## src/include/rt_opt_defs.vh

```
// Constants for the remote-terminal ping-pong and message-interrupt option block
`ifndef RT_OPT_DEFS_VH
`define RT_OPT_DEFS_VH

// Register word addresses
`define ADDR_W              8
`define OFF_PENDING         8'h09
`define OFF_IRQ_ENABLE      8'h12
`define OFF_IRQ_OUT_ENABLE  8'h16
`define OFF_OPTION          8'h4D

// Reset values
`define RST_OPTION          16'h0000
`define RST_IRQ_ENABLE      16'h0000
`define RST_IRQ_OUT_ENABLE  16'h0000
`define RST_PENDING         16'h0000

// Option register fields
`define OPT_IRQ_SUPPRESS    0
`define OPT_TOGGLE_HOLD     1
`define OPT_MASK            16'h0003

// Interrupt type bit positions (pending, enable, output enable, log word)
`define IRQ_TYPES           3
`define IRQ_MSG_ERROR       0
`define IRQ_ACCESSED        1
`define IRQ_BROADCAST       2

// Descriptor control word fields
`define CW_BUF_SELECT       10
`define CW_EN_MSG_ERROR     4
`define CW_EN_ACCESSED      5
`define CW_EN_BROADCAST     6

// Message information word status flags
`define MIW_MSG_ERROR       10
`define MIW_BUSY            9
`define MIW_ILLEGAL         8

`endif

```

## src/verilog/rt_pingpong_irq_options.v

```verilog
// Ping-pong buffer pointer control and RT message interrupt gating
// Operation
// Ping-pong subaddress alternates buffers A and B
// Control word bit 10 selects next buffer
// Hold option stops toggle on bad messages
// Held pointer waits for next successful message
// Mixed word-count subaddress toggles only legal counts
// Incomplete messages leave buffer data untouched
// Incomplete messages still update info and tag
// Info word bits 10:8 flag error/busy/illegal
// Host ignores data when status flags set
// With hold, inverted pointer marks last good
// Option register resets to 0x0000
// Without hold, toggle after every message
// Interrupts enabled globally and per descriptor
// Enabled event sets pending bit, logs entry
// Pin asserts only if output enable set
// Suppress option gates pin for illegal/busy
// Mixed word-count subaddress interrupts only legal counts
// Suppression gates pin only, still records
//
// Design decision made here: strobed register access.
`timescale 1ns/1ps
`default_nettype none
`include "rt_opt_defs.vh"

module rt_pingpong_irq_options (
	// Clock and reset
	input  wire                   i_clk,
	input  wire                   i_rst_n,
	// Register port
	input  wire [`ADDR_W-1:0]     i_addr,
	input  wire [15:0]            i_wr_data,
	input  wire                   i_wr,
	input  wire                   i_rd,
	output reg  [15:0]            o_rd_data,
	// Message completion from the protocol engine
	input  wire                   i_msg_done,
	input  wire                   i_pingpong,
	input  wire                   i_mixed_wc,
	input  wire                   i_wc_legal,
	input  wire                   i_illegal,
	input  wire                   i_msg_error,
	input  wire                   i_busy,
	input  wire                   i_broadcast,
	input  wire [15:0]            i_ctrl_word,
	input  wire [15:0]            i_info_word,
	// Buffer and descriptor write-back
	output reg                    o_ctrl_wr,
	output reg  [15:0]            o_ctrl_word,
	output reg                    o_buf_sel,
	output reg                    o_data_wr_en,
	output reg                    o_info_wr,
	output reg  [15:0]            o_info_word,
	output reg                    o_ttag_wr,
	// Interrupt log and pin
	output reg                    o_log_wr,
	output reg  [15:0]            o_log_word,
	output wire                   o_irq_n
);

	// Register state
	reg  [15:0]                   option;
	reg  [15:0]                   irq_enable;
	reg  [15:0]                   irq_out_enable;
	reg  [`IRQ_TYPES-1:0]         pending;
	reg  [`IRQ_TYPES-1:0]         pin_pending;

	// Next values of the registered outputs and the pending bits
	reg  [15:0]                   next_rd_data;
	reg  [15:0]                   next_ctrl_word;
	reg                           next_buf_sel;
	reg  [15:0]                   next_info_word;
	reg  [15:0]                   next_log_word;
	reg  [`IRQ_TYPES-1:0]         next_pending;
	reg  [`IRQ_TYPES-1:0]         next_pin_pending;

	// Message classes; illegal outranks busy, busy outranks error
	localparam [1:0]              CLS_GOOD    = 2'h0;
	localparam [1:0]              CLS_ILLEGAL = 2'h1;
	localparam [1:0]              CLS_BUSY    = 2'h2;
	localparam [1:0]              CLS_ERROR   = 2'h3;

	// Message decode
	reg  [1:0]                    msg_class;
	reg                           class_good;
	reg                           class_reject;
	wire                          good_msg;
	wire                          wc_ok;
	wire                          hold;
	wire                          toggle;
	wire                          suppress;
	wire                          wr_option;
	wire                          wr_irq_enable;
	wire                          wr_irq_out_enable;
	wire                          wr_pending;
	wire [`IRQ_TYPES-1:0]         event_vec;
	wire [`IRQ_TYPES-1:0]         clear_vec;
	wire [`IRQ_TYPES-1:0]         set_vec;
	wire [`IRQ_TYPES-1:0]         pin_set_vec;
	wire [`IRQ_TYPES-1:0]         pin_route;
	wire [15:0]                   toggle_mask;
	genvar                        g;

	// Address match, used by the register write decodes only
	function hit;
		input [`ADDR_W-1:0] a;
		input [`ADDR_W-1:0] off;
		begin
			hit = (a == off);
		end
	endfunction

	// Event vector from descriptor enables, global enables and status
	function [`IRQ_TYPES-1:0] events;
		input [15:0] cw;
		input [15:0] glob;
		input        err;
		input        bcast;
		begin
			events = {`IRQ_TYPES{1'b0}};
			events[`IRQ_MSG_ERROR] = err & cw[`CW_EN_MSG_ERROR] & glob[`IRQ_MSG_ERROR];
			events[`IRQ_ACCESSED]  = cw[`CW_EN_ACCESSED] & glob[`IRQ_ACCESSED];
			events[`IRQ_BROADCAST] = bcast & cw[`CW_EN_BROADCAST] & glob[`IRQ_BROADCAST];
		end
	endfunction

	// Classify once so pointer, data and pin agree on what went wrong
	always @* begin
		if (i_illegal) begin
			msg_class = CLS_ILLEGAL;
		end else if (i_busy) begin
			msg_class = CLS_BUSY;
		end else if (i_msg_error) begin
			msg_class = CLS_ERROR;
		end else begin
			msg_class = CLS_GOOD;
		end
	end

	always @* begin
		class_good   = 1'b0;
		class_reject = 1'b0;
		case (msg_class)
			CLS_GOOD: begin
				class_good = 1'b1;
			end
			CLS_ILLEGAL, CLS_BUSY: begin
				class_reject = 1'b1;
			end
			CLS_ERROR: begin
				class_reject = 1'b0;
			end
			default: begin
				class_good   = 1'b0;
				class_reject = 1'b0;
			end
		endcase
	end

	assign good_msg = class_good;
	// A mixed subaddress counts a message only when its word count is supported
	assign wc_ok    = ~i_mixed_wc | i_wc_legal;
	assign hold     = option[`OPT_TOGGLE_HOLD];
	// Hold keeps the pointer on the last good buffer's complement
	assign toggle   = i_pingpong & wc_ok & (good_msg | ~hold);
	assign suppress = option[`OPT_IRQ_SUPPRESS] & class_reject;

	// Register write decodes
	assign wr_option         = i_wr & hit(i_addr, `OFF_OPTION);
	assign wr_irq_enable     = i_wr & hit(i_addr, `OFF_IRQ_ENABLE);
	assign wr_irq_out_enable = i_wr & hit(i_addr, `OFF_IRQ_OUT_ENABLE);
	assign wr_pending        = i_wr & hit(i_addr, `OFF_PENDING);

	// Only the pointer bit of the descriptor may change
	assign toggle_mask = {{(15-`CW_BUF_SELECT){1'b0}}, toggle, {`CW_BUF_SELECT{1'b0}}};

	// Only messages with a usable word count raise interrupt events
	assign event_vec = (i_msg_done & wc_ok) ?
		events(i_ctrl_word, irq_enable, i_msg_error, i_broadcast) :
		{`IRQ_TYPES{1'b0}};
	assign set_vec     = event_vec;
	assign clear_vec   = wr_pending ?
		i_wr_data[`IRQ_TYPES-1:0] : {`IRQ_TYPES{1'b0}};

	// Suppressed events are still recorded, only the pin path drops them
	generate
		for (g = 0; g < `IRQ_TYPES; g = g + 1) begin : gen_pin_set
			assign pin_set_vec[g] = event_vec[g] & ~suppress;
		end
	endgenerate

	always @(posedge i_clk or negedge i_rst_n) begin
		if (!i_rst_n) begin
			option <= `RST_OPTION;
		end else if (wr_option) begin
			option <= i_wr_data & `OPT_MASK;
		end
	end

	always @(posedge i_clk or negedge i_rst_n) begin
		if (!i_rst_n) begin
			irq_enable <= `RST_IRQ_ENABLE;
		end else if (wr_irq_enable) begin
			irq_enable <= i_wr_data;
		end
	end

	always @(posedge i_clk or negedge i_rst_n) begin
		if (!i_rst_n) begin
			irq_out_enable <= `RST_IRQ_OUT_ENABLE;
		end else if (wr_irq_out_enable) begin
			irq_out_enable <= i_wr_data;
		end
	end

	// Pending bits: write one to clear, a new event in the same cycle wins
	generate
		for (g = 0; g < `IRQ_TYPES; g = g + 1) begin : gen_pending
			always @* begin
				next_pending[g] = pending[g];
				if (set_vec[g]) begin
					next_pending[g] = 1'b1;
				end else if (clear_vec[g]) begin
					next_pending[g] = 1'b0;
				end
			end
			always @* begin
				next_pin_pending[g] = pin_pending[g];
				if (pin_set_vec[g]) begin
					next_pin_pending[g] = 1'b1;
				end else if (clear_vec[g]) begin
					next_pin_pending[g] = 1'b0;
				end
			end
			always @(posedge i_clk or negedge i_rst_n) begin
				if (!i_rst_n) begin
					pending[g]     <= 1'b0;
					pin_pending[g] <= 1'b0;
				end else begin
					pending[g]     <= next_pending[g];
					pin_pending[g] <= next_pin_pending[g];
				end
			end
		end
	endgenerate

	always @* begin
		next_ctrl_word = o_ctrl_word;
		next_buf_sel   = o_buf_sel;
		if (i_msg_done) begin
			next_ctrl_word = i_ctrl_word ^ toggle_mask;
			next_buf_sel   = i_pingpong & i_ctrl_word[`CW_BUF_SELECT];
		end
	end

	// Info word carries the three status flags for the host
	always @* begin
		next_info_word = o_info_word;
		if (i_msg_done) begin
			next_info_word                 = i_info_word;
			next_info_word[`MIW_MSG_ERROR] = i_msg_error;
			next_info_word[`MIW_BUSY]      = i_busy;
			next_info_word[`MIW_ILLEGAL]   = i_illegal;
		end
	end

	always @* begin
		next_log_word = o_log_word;
		if (i_msg_done) begin
			next_log_word = {{(16-`IRQ_TYPES){1'b0}}, event_vec};
		end
	end

	// Read mux; unmapped addresses read zero so probing is harmless
	always @* begin
		next_rd_data = 16'h0000;
		if (i_rd) begin
			case (i_addr)
				`OFF_OPTION: begin
					next_rd_data = option;
				end
				`OFF_IRQ_ENABLE: begin
					next_rd_data = irq_enable;
				end
				`OFF_IRQ_OUT_ENABLE: begin
					next_rd_data = irq_out_enable;
				end
				`OFF_PENDING: begin
					next_rd_data = {{(16-`IRQ_TYPES){1'b0}}, pending};
				end
				default: begin
					next_rd_data = 16'h0000;
				end
			endcase
		end
	end

	// Write-back strobes, at most one cycle each per completed message
	always @(posedge i_clk or negedge i_rst_n) begin
		if (!i_rst_n) begin
			o_ctrl_wr    <= 1'b0;
			o_data_wr_en <= 1'b0;
			o_info_wr    <= 1'b0;
			o_ttag_wr    <= 1'b0;
			o_log_wr     <= 1'b0;
		end else begin
			o_ctrl_wr    <= i_msg_done & i_pingpong;
			o_data_wr_en <= i_msg_done & good_msg;
			o_info_wr    <= i_msg_done;
			o_ttag_wr    <= i_msg_done;
			o_log_wr     <= |event_vec;
		end
	end

	// Data words hold until the next message so the far side may take them late
	always @(posedge i_clk or negedge i_rst_n) begin
		if (!i_rst_n) begin
			o_ctrl_word <= 16'h0000;
			o_buf_sel   <= 1'b0;
			o_info_word <= 16'h0000;
			o_log_word  <= 16'h0000;
		end else begin
			o_ctrl_word <= next_ctrl_word;
			o_buf_sel   <= next_buf_sel;
			o_info_word <= next_info_word;
			o_log_word  <= next_log_word;
		end
	end

	// Read data stands for one cycle only
	always @(posedge i_clk or negedge i_rst_n) begin
		if (!i_rst_n) begin
			o_rd_data <= 16'h0000;
		end else begin
			o_rd_data <= next_rd_data;
		end
	end

	// Pin follows pending events that were not suppressed and are routed out
	assign pin_route = pin_pending & irq_out_enable[`IRQ_TYPES-1:0];
	assign o_irq_n   = ~|pin_route;

endmodule // rt_pingpong_irq_options

`default_nettype wire
```

## config.mk

```make
export PLATFORM = sky130hd
export DESIGN_NAME = rt_pingpong_irq_options
export DESIGN_NICKNAME = d
export VERILOG_FILES = /design/src/verilog/rt_pingpong_irq_options.v
export VERILOG_INCLUDE_DIRS = /design/src /design/src/include
export SDC_FILE = /design/constraint.sdc
export NUM_CORES = 1
export LEC_CHECK = 0
export BUFFER_PORTS_ARGS = -buffer_cell sky130_fd_sc_hd__buf_2
export CORE_ASPECT_RATIO = 0.9
export CORE_UTILIZATION = 35
export DETAILED_ROUTE_END_ITERATION = 6
export GPL_TIMING_DRIVEN = 0
export HOLD_SLACK_MARGIN = 0.05
export PLACE_DENSITY = 0.67
export SETUP_SLACK_MARGIN = 0.15
export SYNTH_ARGS = -nofsm -noshare
export SYNTH_HDL_FRONTEND = slang
export SYNTH_SLANG_ARGS = --single-unit
```

## constraint.sdc

```tcl
create_clock -name i_clk -period 0.9 [get_ports i_clk]
set_input_delay 0 -clock i_clk [delete_from_list [all_inputs] [get_ports i_clk]]
set_output_delay 0 -clock i_clk [all_outputs]
set_load 0.1 [all_outputs]
```

* Word-level counts from Yosys, hierarchy flattened
Index checks and enable logic that the tools add are counted.
Word-level totals: input bits 68, register bits 96
Cells by class: mux-type cells 18, equality and inequality tests 6, bitwise logic cells 26, reductions and logical operators 11
Operator list (count):
- $pmux W16 S4 | 1
- $and A1 B1 Y1 | 19
- $eq A8 B5 Y1 const B | 2
- $mux W16 | 1
- $xor A16 B11 Y16 | 1
- $reduce_bool A2 Y1 | 6
- $mux W1 | 11
- $eq A8 B4 Y1 const B | 1
- $eq A8 B7 Y1 const B | 1
- $mux W2 | 3
- $mux W3 | 2
- $reduce_or A3 Y1 | 2
- $and A3 B3 Y3 | 1
- $not A1 Y1 | 3
- $eq A2 B1 Y1 const B | 1
- $eq A2 B2 Y1 const B | 1
- $logic_not A2 Y1 | 1
- $or A1 B1 Y1 | 2
- $reduce_or A2 Y1 | 1
- $logic_not A1 Y1 | 1

* Depth between registers and ports, before layout
Gate-level depths: netlist (run 1).
depth after elaboration 10, mapped depth 6, mapped depth without buffers 6

* Least setup slack after synthesis (run 1)
Ideal clock, no wire load.
kind register -> output, start point register irq_out_enable[0], end point output port o_irq_n, data required time 900 ps, cell stages (with the launch flop) 2, path slack -1895 ps, path buffers 0, arrival time 2795 ps, path through dfrtp_1 -> a222oi_1
Between the ends: cells in the longest elaborated chain, start to end 3
RTL lines:
- start: declaration | RTL line rt_pingpong_irq_options.v:65 | reg [15:0] irq_out_enable;
- start signal: assignment | RTL line rt_pingpong_irq_options.v:211 | irq_out_enable <= `RST_IRQ_OUT_ENABLE;
- start signal: assignment | RTL line rt_pingpong_irq_options.v:213 | irq_out_enable <= i_wr_data;
- $and A3 B3 Y3 | RTL line rt_pingpong_irq_options.v:341 | assign pin_route = pin_pending & irq_out_enable[`IRQ_TYPES-1:0];
- $reduce_or A3 Y1 | RTL line rt_pingpong_irq_options.v:342 | assign o_irq_n = ~|pin_route;
- $logic_not A1 Y1 | RTL line rt_pingpong_irq_options.v:342
- end: declaration | RTL line rt_pingpong_irq_options.v:59 | output wire o_irq_n
Every way passes these cells.

* Worst setup path in the final report (run 1)
start point register pin_pending[0], end point output port o_irq_n
Between the ends: cells in the longest elaborated chain, start to end 3
RTL lines:
- start: declaration | RTL line rt_pingpong_irq_options.v:67 | reg [`IRQ_TYPES-1:0] pin_pending;
- start signal: indexed assignment | RTL line rt_pingpong_irq_options.v:242 | pin_pending[g] <= next_pin_pending[g];
- $and A3 B3 Y3 | RTL line rt_pingpong_irq_options.v:341
- $reduce_or A3 Y1 | RTL line rt_pingpong_irq_options.v:342
- $logic_not A1 Y1 | RTL line rt_pingpong_irq_options.v:342
Every way passes these cells.

==> run metrics, run 1 <==
clock buffer count from CTS 9; vias per inst 4.70; hold buffer count at CTS 51; Comb power frac 28.7%; Final Wtd Congestion 0.760; Data required, critical path 0.90 ns; Hold Fails Final Rpt 47; initial antenna violation count 1; Finished Layout Cells 668; P_int 7.95 mW; drt wl/cell 17.3 µm; origin of the critical flop-to-flop path irq_out_enable[0]$_DFFE_PN0P_; drt total wl 11.5 mm; Seq/Total Area, Yosys 59.8%; WP data arrival 1.56 ns; grt ovf 0; vias in the first global route 3500; NetSw 3.88 mW; pwr dens 1640 nW/µm²; root buf cell clkbuf_16; proportion of layout cells with a drive suffix above 1 66.2%; 1st-iter DRT viols 88; Cells after DPL 582; Worst R2R Path Depth 5; GRT met3 Usage 5.91%; synth cell count leaders dfrtp_1, mux2_2, nor2_1; asr flop ratio synth 100%; Net Sw Frac 32.8%; Clock power frac 29.8%; fin crit share 174%; GR Layer Usage met1 23.5%; worst slew pin tran 0.601 ns; core area 11000 µm²; startpoint types flop; all-layer global routing usage 20.2%; DIE AREA 11900 µm²; min setup slack post-route -0.663 ns; Setup crit end kind output port; # DRC 0; H-Tree Depth 3; Clock Tree Buf Depth 2; Buffers on Ports 121; kind of critical path flop to output port; Peak Freq 640 MHz; area delta synth->final 79.7%; Yosys top cell area share 59.8%; HP Class input pin to asynchronous set/reset pin; sequential group share of total power 41.5%; Synth Warn # 0; Cell Area, Placed 5260 µm²; largest net degree at the start of global routing 52; status finished, violations left; VDD IR max 0.993 mV; DIE HEIGHT 104 µm; mapped cell area 4020 µm²; Starting Density 36.6%; largest cells by area after synthesis dfrtp_1, mux2_2, mux2i_1, buf_4, and3_1; most numerous cell in the Yosys netlist dfrtp_1; Final Slew Violations 0; M2 GR Usage 34.5%; TritonCTS clock tree yes; Main synth FF type dfrtp_1; die width 115 µm; violated checks negative hold slack, negative setup slack; nets 579; final worst path period need 1.56 ns; crit path launch pin_pending[0]$_DFFE_PN0P_; Syn Area/Cell 13.6 µm²; Post-synth EDFFs 0; CTS sink count 96; DPL Wire Length 6.59 mm; FF+latch count, synth 96; critical path peak fanout 2; Yosys cell types 39; clock latency on the worst-skew pair 0.34 ns; Max transition margin 59.9%; Mapped Cells 296; cell accounting for the most synthesized area dfrtp_1; Routed Antenna Nets 0; row cnt 36; WHS -0.328 ns; global-route wire length before repair 18.3 mm; Vias 3142; Clock Skews 0.00604 ns; Boundary Pins 139; max cap viols 0; gr busiest metal met2; unrepaired setup endpoints after global routing true; clock slew at reported path FFs 0.06 ns; cell area after layout 7220 µm²; Power Total 11.8 mW; final setup vio count 84; # fillers 755; LEAKAGE 3.32 nW; First-pass DRT Iterations 4
final timing paths:
check                                         endpoint  slack [ns]
max in group asynchronous  o_info_word[11]$_DFFE_PN0P_        0.55
min                         o_ctrl_word[8]$_DFFE_PN0P_       -0.33
max                                            o_irq_n       -0.66
min in group i_clk              o_rd_data[4]$_DFF_PN0_       -0.04
min reg2reg                 irq_enable[10]$_DFFE_PN0P_        0.51
max reg2reg                     o_rd_data[0]$_DFF_PN0_       -0.26
per-layer routing:
metal  vias to the layer above  share of wire (%)
met1                      1559                 39
li1                       1449                  -
met5                         -                  0
met3                        24                5.7
met4                         0                2.5
met2                       110                 53
worst max-delay path, cell delays in order, from the launching register on:
cell	delay (ns)
dfrtp_1	0.39
a222oi_1	0.47
buf_4	0.38
layout by cell type, fill, tap and decap left out, types with 3 or more instances in the layout:
| cell type | Yosys | final |
|---|---|---|
| buf_2 | 4 | 59 |
| dlygate4sd3_1 | 0 | 50 |
| mux2i_1 | 13 | 13 |
| mux2_2 | 68 | 29 |
| inv_1 | 12 | 9 |
| buf_12 | 0 | 41 |
| nor2_1 | 16 | 13 |
| clkinvlp_4 | 0 | 3 |
| nand3_2 | 0 | 4 |
| buf_4 | 14 | 22 |
| a221oi_2 | 0 | 3 |
| nor2_2 | 0 | 3 |
| clkbuf_16 | 0 | 9 |
| nand2_1 | 3 | 3 |
| inv_2 | 0 | 3 |
| dfrtp_2 | 0 | 19 |
| dfrtp_1 | 96 | 40 |
| and3_4 | 0 | 3 |
| buf_6 | 1 | 21 |
| dfrtp_4 | 0 | 37 |
| nand3_4 | 0 | 3 |
| mux2_4 | 0 | 39 |
| buf_8 | 0 | 19 |
| conb_1 | 1 | 13 |
| o21ai_2 | 0 | 4 |
| and3_1 | 10 | 7 |
registers in the layout (all words and copies together) (netlist names), 2 cells and up:
signal / count
irq_enable: 16
irq_out_enable: 16
o_ctrl_word: 16
o_info_word: 16
o_log_word: 3
o_rd_data: 16
option: 2
pending: 3
pin_pending: 3
metrics by stage:
step	setup TNS, ns	setup slack (ns)	util (%)
2_1_floorplan	-17.63	-1.89	-
3_3_place_gp	-157.11	-1.40	47.6
3_5_place_dp	-39.34	-0.955	47.9
4_1_cts	-10.68	-0.647	64.5
5_1_grt	-11.43	-0.696	65.7
6_report	-9.36	-0.663	65.7
cells by family after synthesis:
group	share of synthesized area, %
flip-flops	59.8
XOR/XNOR	0.218
AO/OA/AOI/OAI	3.42
AND/OR/NAND/NOR	8.75
other	0.0933
buffers and inverters	5.17
adder cells (fa/ha/maj)	0.311
multiplexers	22.3
final cells by class:
| class | instances | area (µm²) | area share (%) |
|---|---|---|---|
| clock buffer | 11 | 243 | 3.36 |
| timing repair buffer | 191 | 2120 | 29.3 |
| buffer | 26 | 244 | 3.38 |
| multi-input combinational | 174 | 1780 | 24.7 |
| inverter | 12 | 45.0 | 0.624 |
| tap | 152 | 190 | 2.63 |
| sequential | 96 | 2560 | 35.5 |
| antenna | 1 | 2.50 | 0.0346 |
| clock inverter | 5 | 32.5 | 0.450 |
power groups by stage:
stage / combinational [mW] / clock (mW) / sequential, mW
after CTS: 3.31 / 3.62 / 4.89
after floorplan: 0.807 / 0 / 6.05
after detailed placement: 2.54 / 0 / 4.87
after global placement: 2.50 / 0 / 4.86
after global routing: 3.52 / 3.77 / 4.93
final: 3.40 / 3.52 / 4.90
timing repair:
item / 4_1_cts / 5_1_grt
endpoints found under the hold margin: 123 / 50
resized for setup: 257 / 26
buffers inserted: 12 / 5
pin swaps: 14 / 11
endpoints found under the setup margin: 147 / 150
cloned: 2 / 0
Note: power is estimated with default switching activity, not from simulation.
==> inputs of run 2 (changes only) <==
CAP_MARGIN = 40   (was not set)
CORE_MARGIN = 3   (was not set)
==> run 2 against run 1 <==
Effect of this change: the run still ends with negative hold slack, negative setup slack left; sequential share of layout area fell by 0.97 points; cell count rose by 0.90%; sequential power barely moved; core utilization rose by 1.6 points; fmax rose by 5.8%; routed wire length rose by 5.2%; critical path type unchanged.
==> run metrics, run 2 (synthesis gave the netlist of run 1 again) <==
status finished, violations left; violated checks negative hold slack, negative setup slack; 1st-iter DRT viols 134 (+52%); min setup slack post-route -0.577 ns (+0.0854 ns); kind of critical path flop to output port; hold buffer count at CTS 50 (-2.0%); drt total wl 12.1 mm (+5.2%); VDD IR max 1.47 mV (+48%); Boundary Pins 139 (unchanged); Final Wtd Congestion 0.727 (-4.3%); Setup crit end kind output port; max cap viols 0 (unchanged); die width 119 µm (+3.5%); Buffers on Ports 121 (unchanged); Top Metal Used met4; Clock Tree Buf Depth 2 (unchanged); Max transition margin 61.6% (+1.7 points); met1 wire length 4.62 mm (+2.1%); pre-CTS setup slack -0.961 ns (-0.00549 ns); vias per inst 4.68 (-0.42%); CP max stage cell dfrtp_1; cell area after layout 7430 µm² (+2.8%); crit path launch irq_out_enable[0]$_DFFE_PN0P_; vias in the first global route 3458 (-1.2%); grt ovf 0 (unchanged); Clock Skews 0.00427 ns (-0.00177 ns); met2 WL 6.72 mm (+11%); HP Class input pin to asynchronous set/reset pin; TritonCTS clock tree yes; critical path peak fanout 2 (unchanged); CTS sink count 96 (unchanged); H-Tree Depth 3 (unchanged); nets 586 (+1.2%); initial antenna violation count 0 (-1); final worst path period need 1.48 ns (-0.0854 ns); final setup vio count 89 (+6.0%); # DRC 0 (unchanged); drt wl/cell 18.0 µm (+4.3%); global-route wire length before repair 18.9 mm (+3.6%); worst slew pin tran 0.576 ns (-0.0252 ns); proportion of layout cells with a drive suffix above 1 69.5% (+3.3 points); LEAKAGE 3.36 nW (+1.1%); startpoint types flop; most frequent cells in the layout buf_2, dlygate4sd3_1, buf_12; cell family with most CP delay flip-flops; Vias 3157 (+0.48%); core area 11000 µm² (+0.41%); metal3 WL 572 µm (-13%); area delta synth->final 84.7%; largest net degree at the start of global routing 55 (+5.8%); clock buffer count from CTS 9 (unchanged); post-layout util 67.3% (+1.6 points); cells along the critical path a222oi_1, buf_4; clock latency on the worst-skew pair 0.34 ns (about the same); WHS -0.344 ns (-0.0167 ns); DPL Wire Length 6.71 mm (+1.9%); root buf cell clkbuf_16; Peak Freq 677 MHz (+5.8%); fin crit share 164% (-9.5 points); pwr dens 1650 nW/µm² (+0.78%); WP data arrival 1.48 ns (-0.08 ns); unrepaired setup endpoints after global routing true; commonest non-fill, non-tap cell in the layout buf_2; sum of buffers and inverters on the critical path 1 (unchanged); crit-path max cell delay 0.40 ns (-0.07 ns); Cell Area, Placed 5260 µm² (unchanged); DIE HEIGHT 108 µm (+3.9%); Starting Density 36.4% (-0.15 points); origin of the critical flop-to-flop path irq_out_enable[1]$_DFFE_PN0P_; First-pass DRT Iterations 7 (+3); Final Slew Violations 0 (unchanged); Hold Fails Final Rpt 45 (-4.3%); Data required, critical path 0.90 ns (about the same); ant diodes 0 (-1); all-layer global routing usage 18.9% (-1.2 points); clock slew at reported path FFs 0.07 ns (about the same); row cnt 36 (unchanged); DIE AREA 12800 µm² (+7.5%); Routed Antenna Nets 0 (unchanged); Sum Neg Setup Slack -9.59 ns (-0.234 ns)
[run 2: cell types whose count changed in the layout (fill, tap and decap cells not counted), moves of 3 or more]
cell,delta
buf_12,+3
nor2_1,-9
nor2_4,+9
mux2_4,-3
mux2i_2,+8
mux2_2,+3
mux2i_1,-9
[run 2: metal layers]
| layer | global-route usage, % | up-vias |
|---|---|---|
| met3 | 4.68 | 18 |
| met5 | 0 | - |
| met1 | 22.1 | 1580 |
| met2 | 34.8 | 95 |
| li1 | - | 1464 |
| met4 | 4.80 | 0 |
[run 2: where the power goes]
group,internal [mW],switching [mW],total [mW]
logic,1.36,2.07,3.43
registers,4.66,0.252,4.91
clock network,2.31,1.60,3.91
total,8.33,3.92,12.2
[run 2: layout make-up]
| type | count | area (µm²) |
|---|---|---|
| sequential | 96 | 2560 |
| clock buffer | 14 | 264 |
| timing repair buffer | 198 | 2200 |
| fill | 745 | 3610 |
| inverter | 12 | 45.0 |
| multi-input combinational | 174 | 1870 |
| tap | 152 | 190 |
| buffer | 26 | 254 |
| clock inverter | 2 | 37.5 |
[run 2: repair_timing]
| action | CTS | global route |
|---|---|---|
| pin swaps | 21 | 9 |
| setup buffers | 15 | 8 |
| setup endpoints to repair | 148 | 152 |
| resized for setup | 273 | 40 |
| endpoints found under the hold margin | 114 | 45 |
| gates cloned | 3 | 0 |
[run 2: per-stage QoR]
step | power, mW | hold WS (ns) | instances
floorplan | 6.86 | -0.296 | 308
detailed placement | 7.41 | 0.0413 | 582
global route | 12.7 | -0.307 | 674
global placement | 7.35 | 0.123 | 581
CTS | 12.2 | -0.319 | 666
finish | 12.2 | -0.344 | 674
[run 2: worst paths after layout]
path	end	slack (ns)	cells past startpoint
max	o_irq_n	-0.58	2
max in group asynchronous	o_rd_data[11]$_DFF_PN0_	0.57	2
min	o_ctrl_word[15]$_DFFE_PN0P_	-0.34	1
max reg2reg	o_rd_data[1]$_DFF_PN0_	-0.15	4
min in group i_clk	irq_out_enable[0]$_DFFE_PN0P_	-0.02	2
min reg2reg	irq_enable[12]$_DFFE_PN0P_	0.51	1
==> inputs of run 3 (changes only) <==
CELL_PAD_IN_SITES_DETAIL_PLACEMENT = 1   (was not set)
CELL_PAD_IN_SITES_GLOBAL_PLACEMENT = 1   (was not set)
PLACE_DENSITY = 0.8   (was 0.67)
==> run 3 against run 2 <==
Effect of this change: the flow still finishes with violations (negative hold slack, negative setup slack); via count increased by 7.2%; routed wire length increased by 36%; largest cell class unchanged; setup slack got worse by 0.10 ns; critical path type unchanged; critical path depth unchanged; die area unchanged; core utilization increased by 0.86 points; critical endpoint unchanged; largest power group unchanged; register-to-register slack got worse by 0.11 ns.
==> run metrics, run 3 (synthesis gave the netlist of run 1 again) <==
status finished, violations left; violated checks negative hold slack, negative setup slack; area delta synth->final 87.1%; worst slew pin tran 0.605 ns (+0.0291 ns); grt ovf 0 (unchanged); root buf cell clkbuf_16; Starting Density 36.4% (unchanged); critical path peak fanout 2 (unchanged); largest net degree at the start of global routing 55 (unchanged); pre-CTS setup slack -0.979 ns (-0.0181 ns); final setup vio count 115 (+29%); DIE AREA 12800 µm² (unchanged); die width 119 µm (unchanged); Buffers on Ports 121 (unchanged); row cnt 36 (unchanged); clock buffer count from CTS 9 (unchanged); DPL Wire Length 7.39 mm (+10%); Vias 3383 (+7.2%); vias per inst 4.96 (+5.9%); Setup crit end kind output port; global-route wire length before repair 23.0 mm (+21%); clock slew at reported path FFs 0.08 ns (about the same); proportion of layout cells with a drive suffix above 1 69.0% (-0.54 points); min setup slack post-route -0.680 ns (-0.103 ns); kind of critical path flop to output port; Final Wtd Congestion 0.773 (+6.3%); nets 593 (+1.2%); WHS -0.370 ns (-0.0254 ns); core area 11000 µm² (unchanged); vias in the first global route 3817 (+10%); Boundary Pins 139 (unchanged); # DRC 0 (unchanged); startpoint types flop; unrepaired setup endpoints after global routing true; LEAKAGE 3.46 nW (+3.0%); TritonCTS clock tree yes; clock latency on the worst-skew pair 0.36 ns (+0.02 ns); Final Slew Violations 0 (unchanged); Routed Antenna Nets 0 (unchanged); H-Tree Depth 3 (unchanged); max cap viols 0 (unchanged); VDD IR max 1.13 mV (-23%); Max transition margin 59.6% (-1.9 points); commonest non-fill, non-tap cell in the layout buf_2; First-pass DRT Iterations 4 (-3); fin crit share 176% (+11 points); Clock Tree Buf Depth 2 (unchanged); post-layout util 68.2% (+0.86 points); Peak Freq 633 MHz (-6.5%); CTS sink count 96 (unchanged); # fillers 996 (+34%); most frequent cells in the layout buf_2, dlygate4sd3_1, mux2_4; HP Class input pin to asynchronous set/reset pin; DIE HEIGHT 108 µm (unchanged); all-layer global routing usage 24.0% (+5.0 points); WP data arrival 1.58 ns (+0.10 ns); Hold Fails Final Rpt 42 (-6.7%); drt total wl 16.5 mm (+36%); initial antenna violation count 1 (+1); 1st-iter DRT viols 179 (+34%); pwr dens 1630 nW/µm² (-1.3%); Worst R2R Path Depth 3 (-1); drt wl/cell 24.2 µm (+34%); Data required, critical path 0.90 ns (about the same); final worst path period need 1.58 ns (+0.103 ns); Clock Skews 0.00864 ns (+0.00437 ns)
run 3: changes by cell type in the layout (fill, tap and decap cells not counted), moves of 3 or more:
cell and delta:
nor2_2 -3, mux2i_1 +8, o21ai_1 -3, mux2_4 +12, o21ai_2 +3, mux2i_2 -7, buf_6 +4, mux2_2 -12
run 3: worst max-delay path, cell delays in order (launching register included):
cell	delay [ns]
dfrtp_1	0.40
a222oi_1	0.48
clkbuf_8	0.34
run 3: path summary, 6_finish.rpt:
path	startpoint	endpoint	slack, ns
min in group i_clk	i_addr[7]	o_rd_data[0]$_DFF_PN0_	0.04
worst max-delay path	pin_pending[0]$_DFFE_PN0P_	o_irq_n	-0.68
worst min-delay path	i_rst_n	o_buf_sel$_DFFE_PN0P_	-0.37
worst min register to register	irq_enable[14]$_DFFE_PN0P_	irq_enable[14]$_DFFE_PN0P_	0.51
worst max register to register	option[1]$_DFFE_PN0P_	o_rd_data[1]$_DFF_PN0_	-0.26
max in group asynchronous	i_rst_n	o_rd_data[10]$_DFF_PN0_	0.54
run 3: cell type report:
type	instances	area, µm²	share of cell area [%]
Sequential cell	96	2570	34.1
Timing Repair Buffer	205	2300	30.5
Multi-Input combinational cell	174	1910	25.4
Clock buffer	13	250	3.33
Buffer	26	244	3.24
Tap cell	152	190	2.53
Inverter	12	45.0	0.599
Clock inverter	3	17.5	0.233
Antenna cell	1	2.50	0.0333
run 3: power breakdown:
group          internal (mW)  switching (mW)
sequential              4.66           0.289
combinational           1.43            2.18
clock                   1.95            1.74
total                   8.04            4.21
run 3: metrics by stage:
stage          total power, mW  cell area [µm²]  setup TNS (ns)  std cells
2_1_floorplan             6.86             4440          -17.63        308
3_3_place_gp              7.35             5230         -156.49        581
3_5_place_dp              7.43             5260          -39.43        582
4_1_cts                   11.8             7070          -10.92        662
5_1_grt                   12.6             7520          -15.84        682
6_report                  12.2             7520          -13.10        682
run 3: per-layer routing:
layer  GRT usage (%)  part of all wire, %
met1            24.2                   34
met4            10.8                  4.4
met2            45.8                   57
met3            6.57                  4.5
met5               0                    0
run 3: what timing repair did:
item / 4_1_cts / 5_1_grt
gates cloned: 2 / 1
setup buffers: 12 / 17
hold buffers: 50 / 1
setup endpoints to repair: 148 / 149
gates resized for setup: 257 / 72
pin swaps: 11 / 16
hold endpoints to repair: 117 / 47
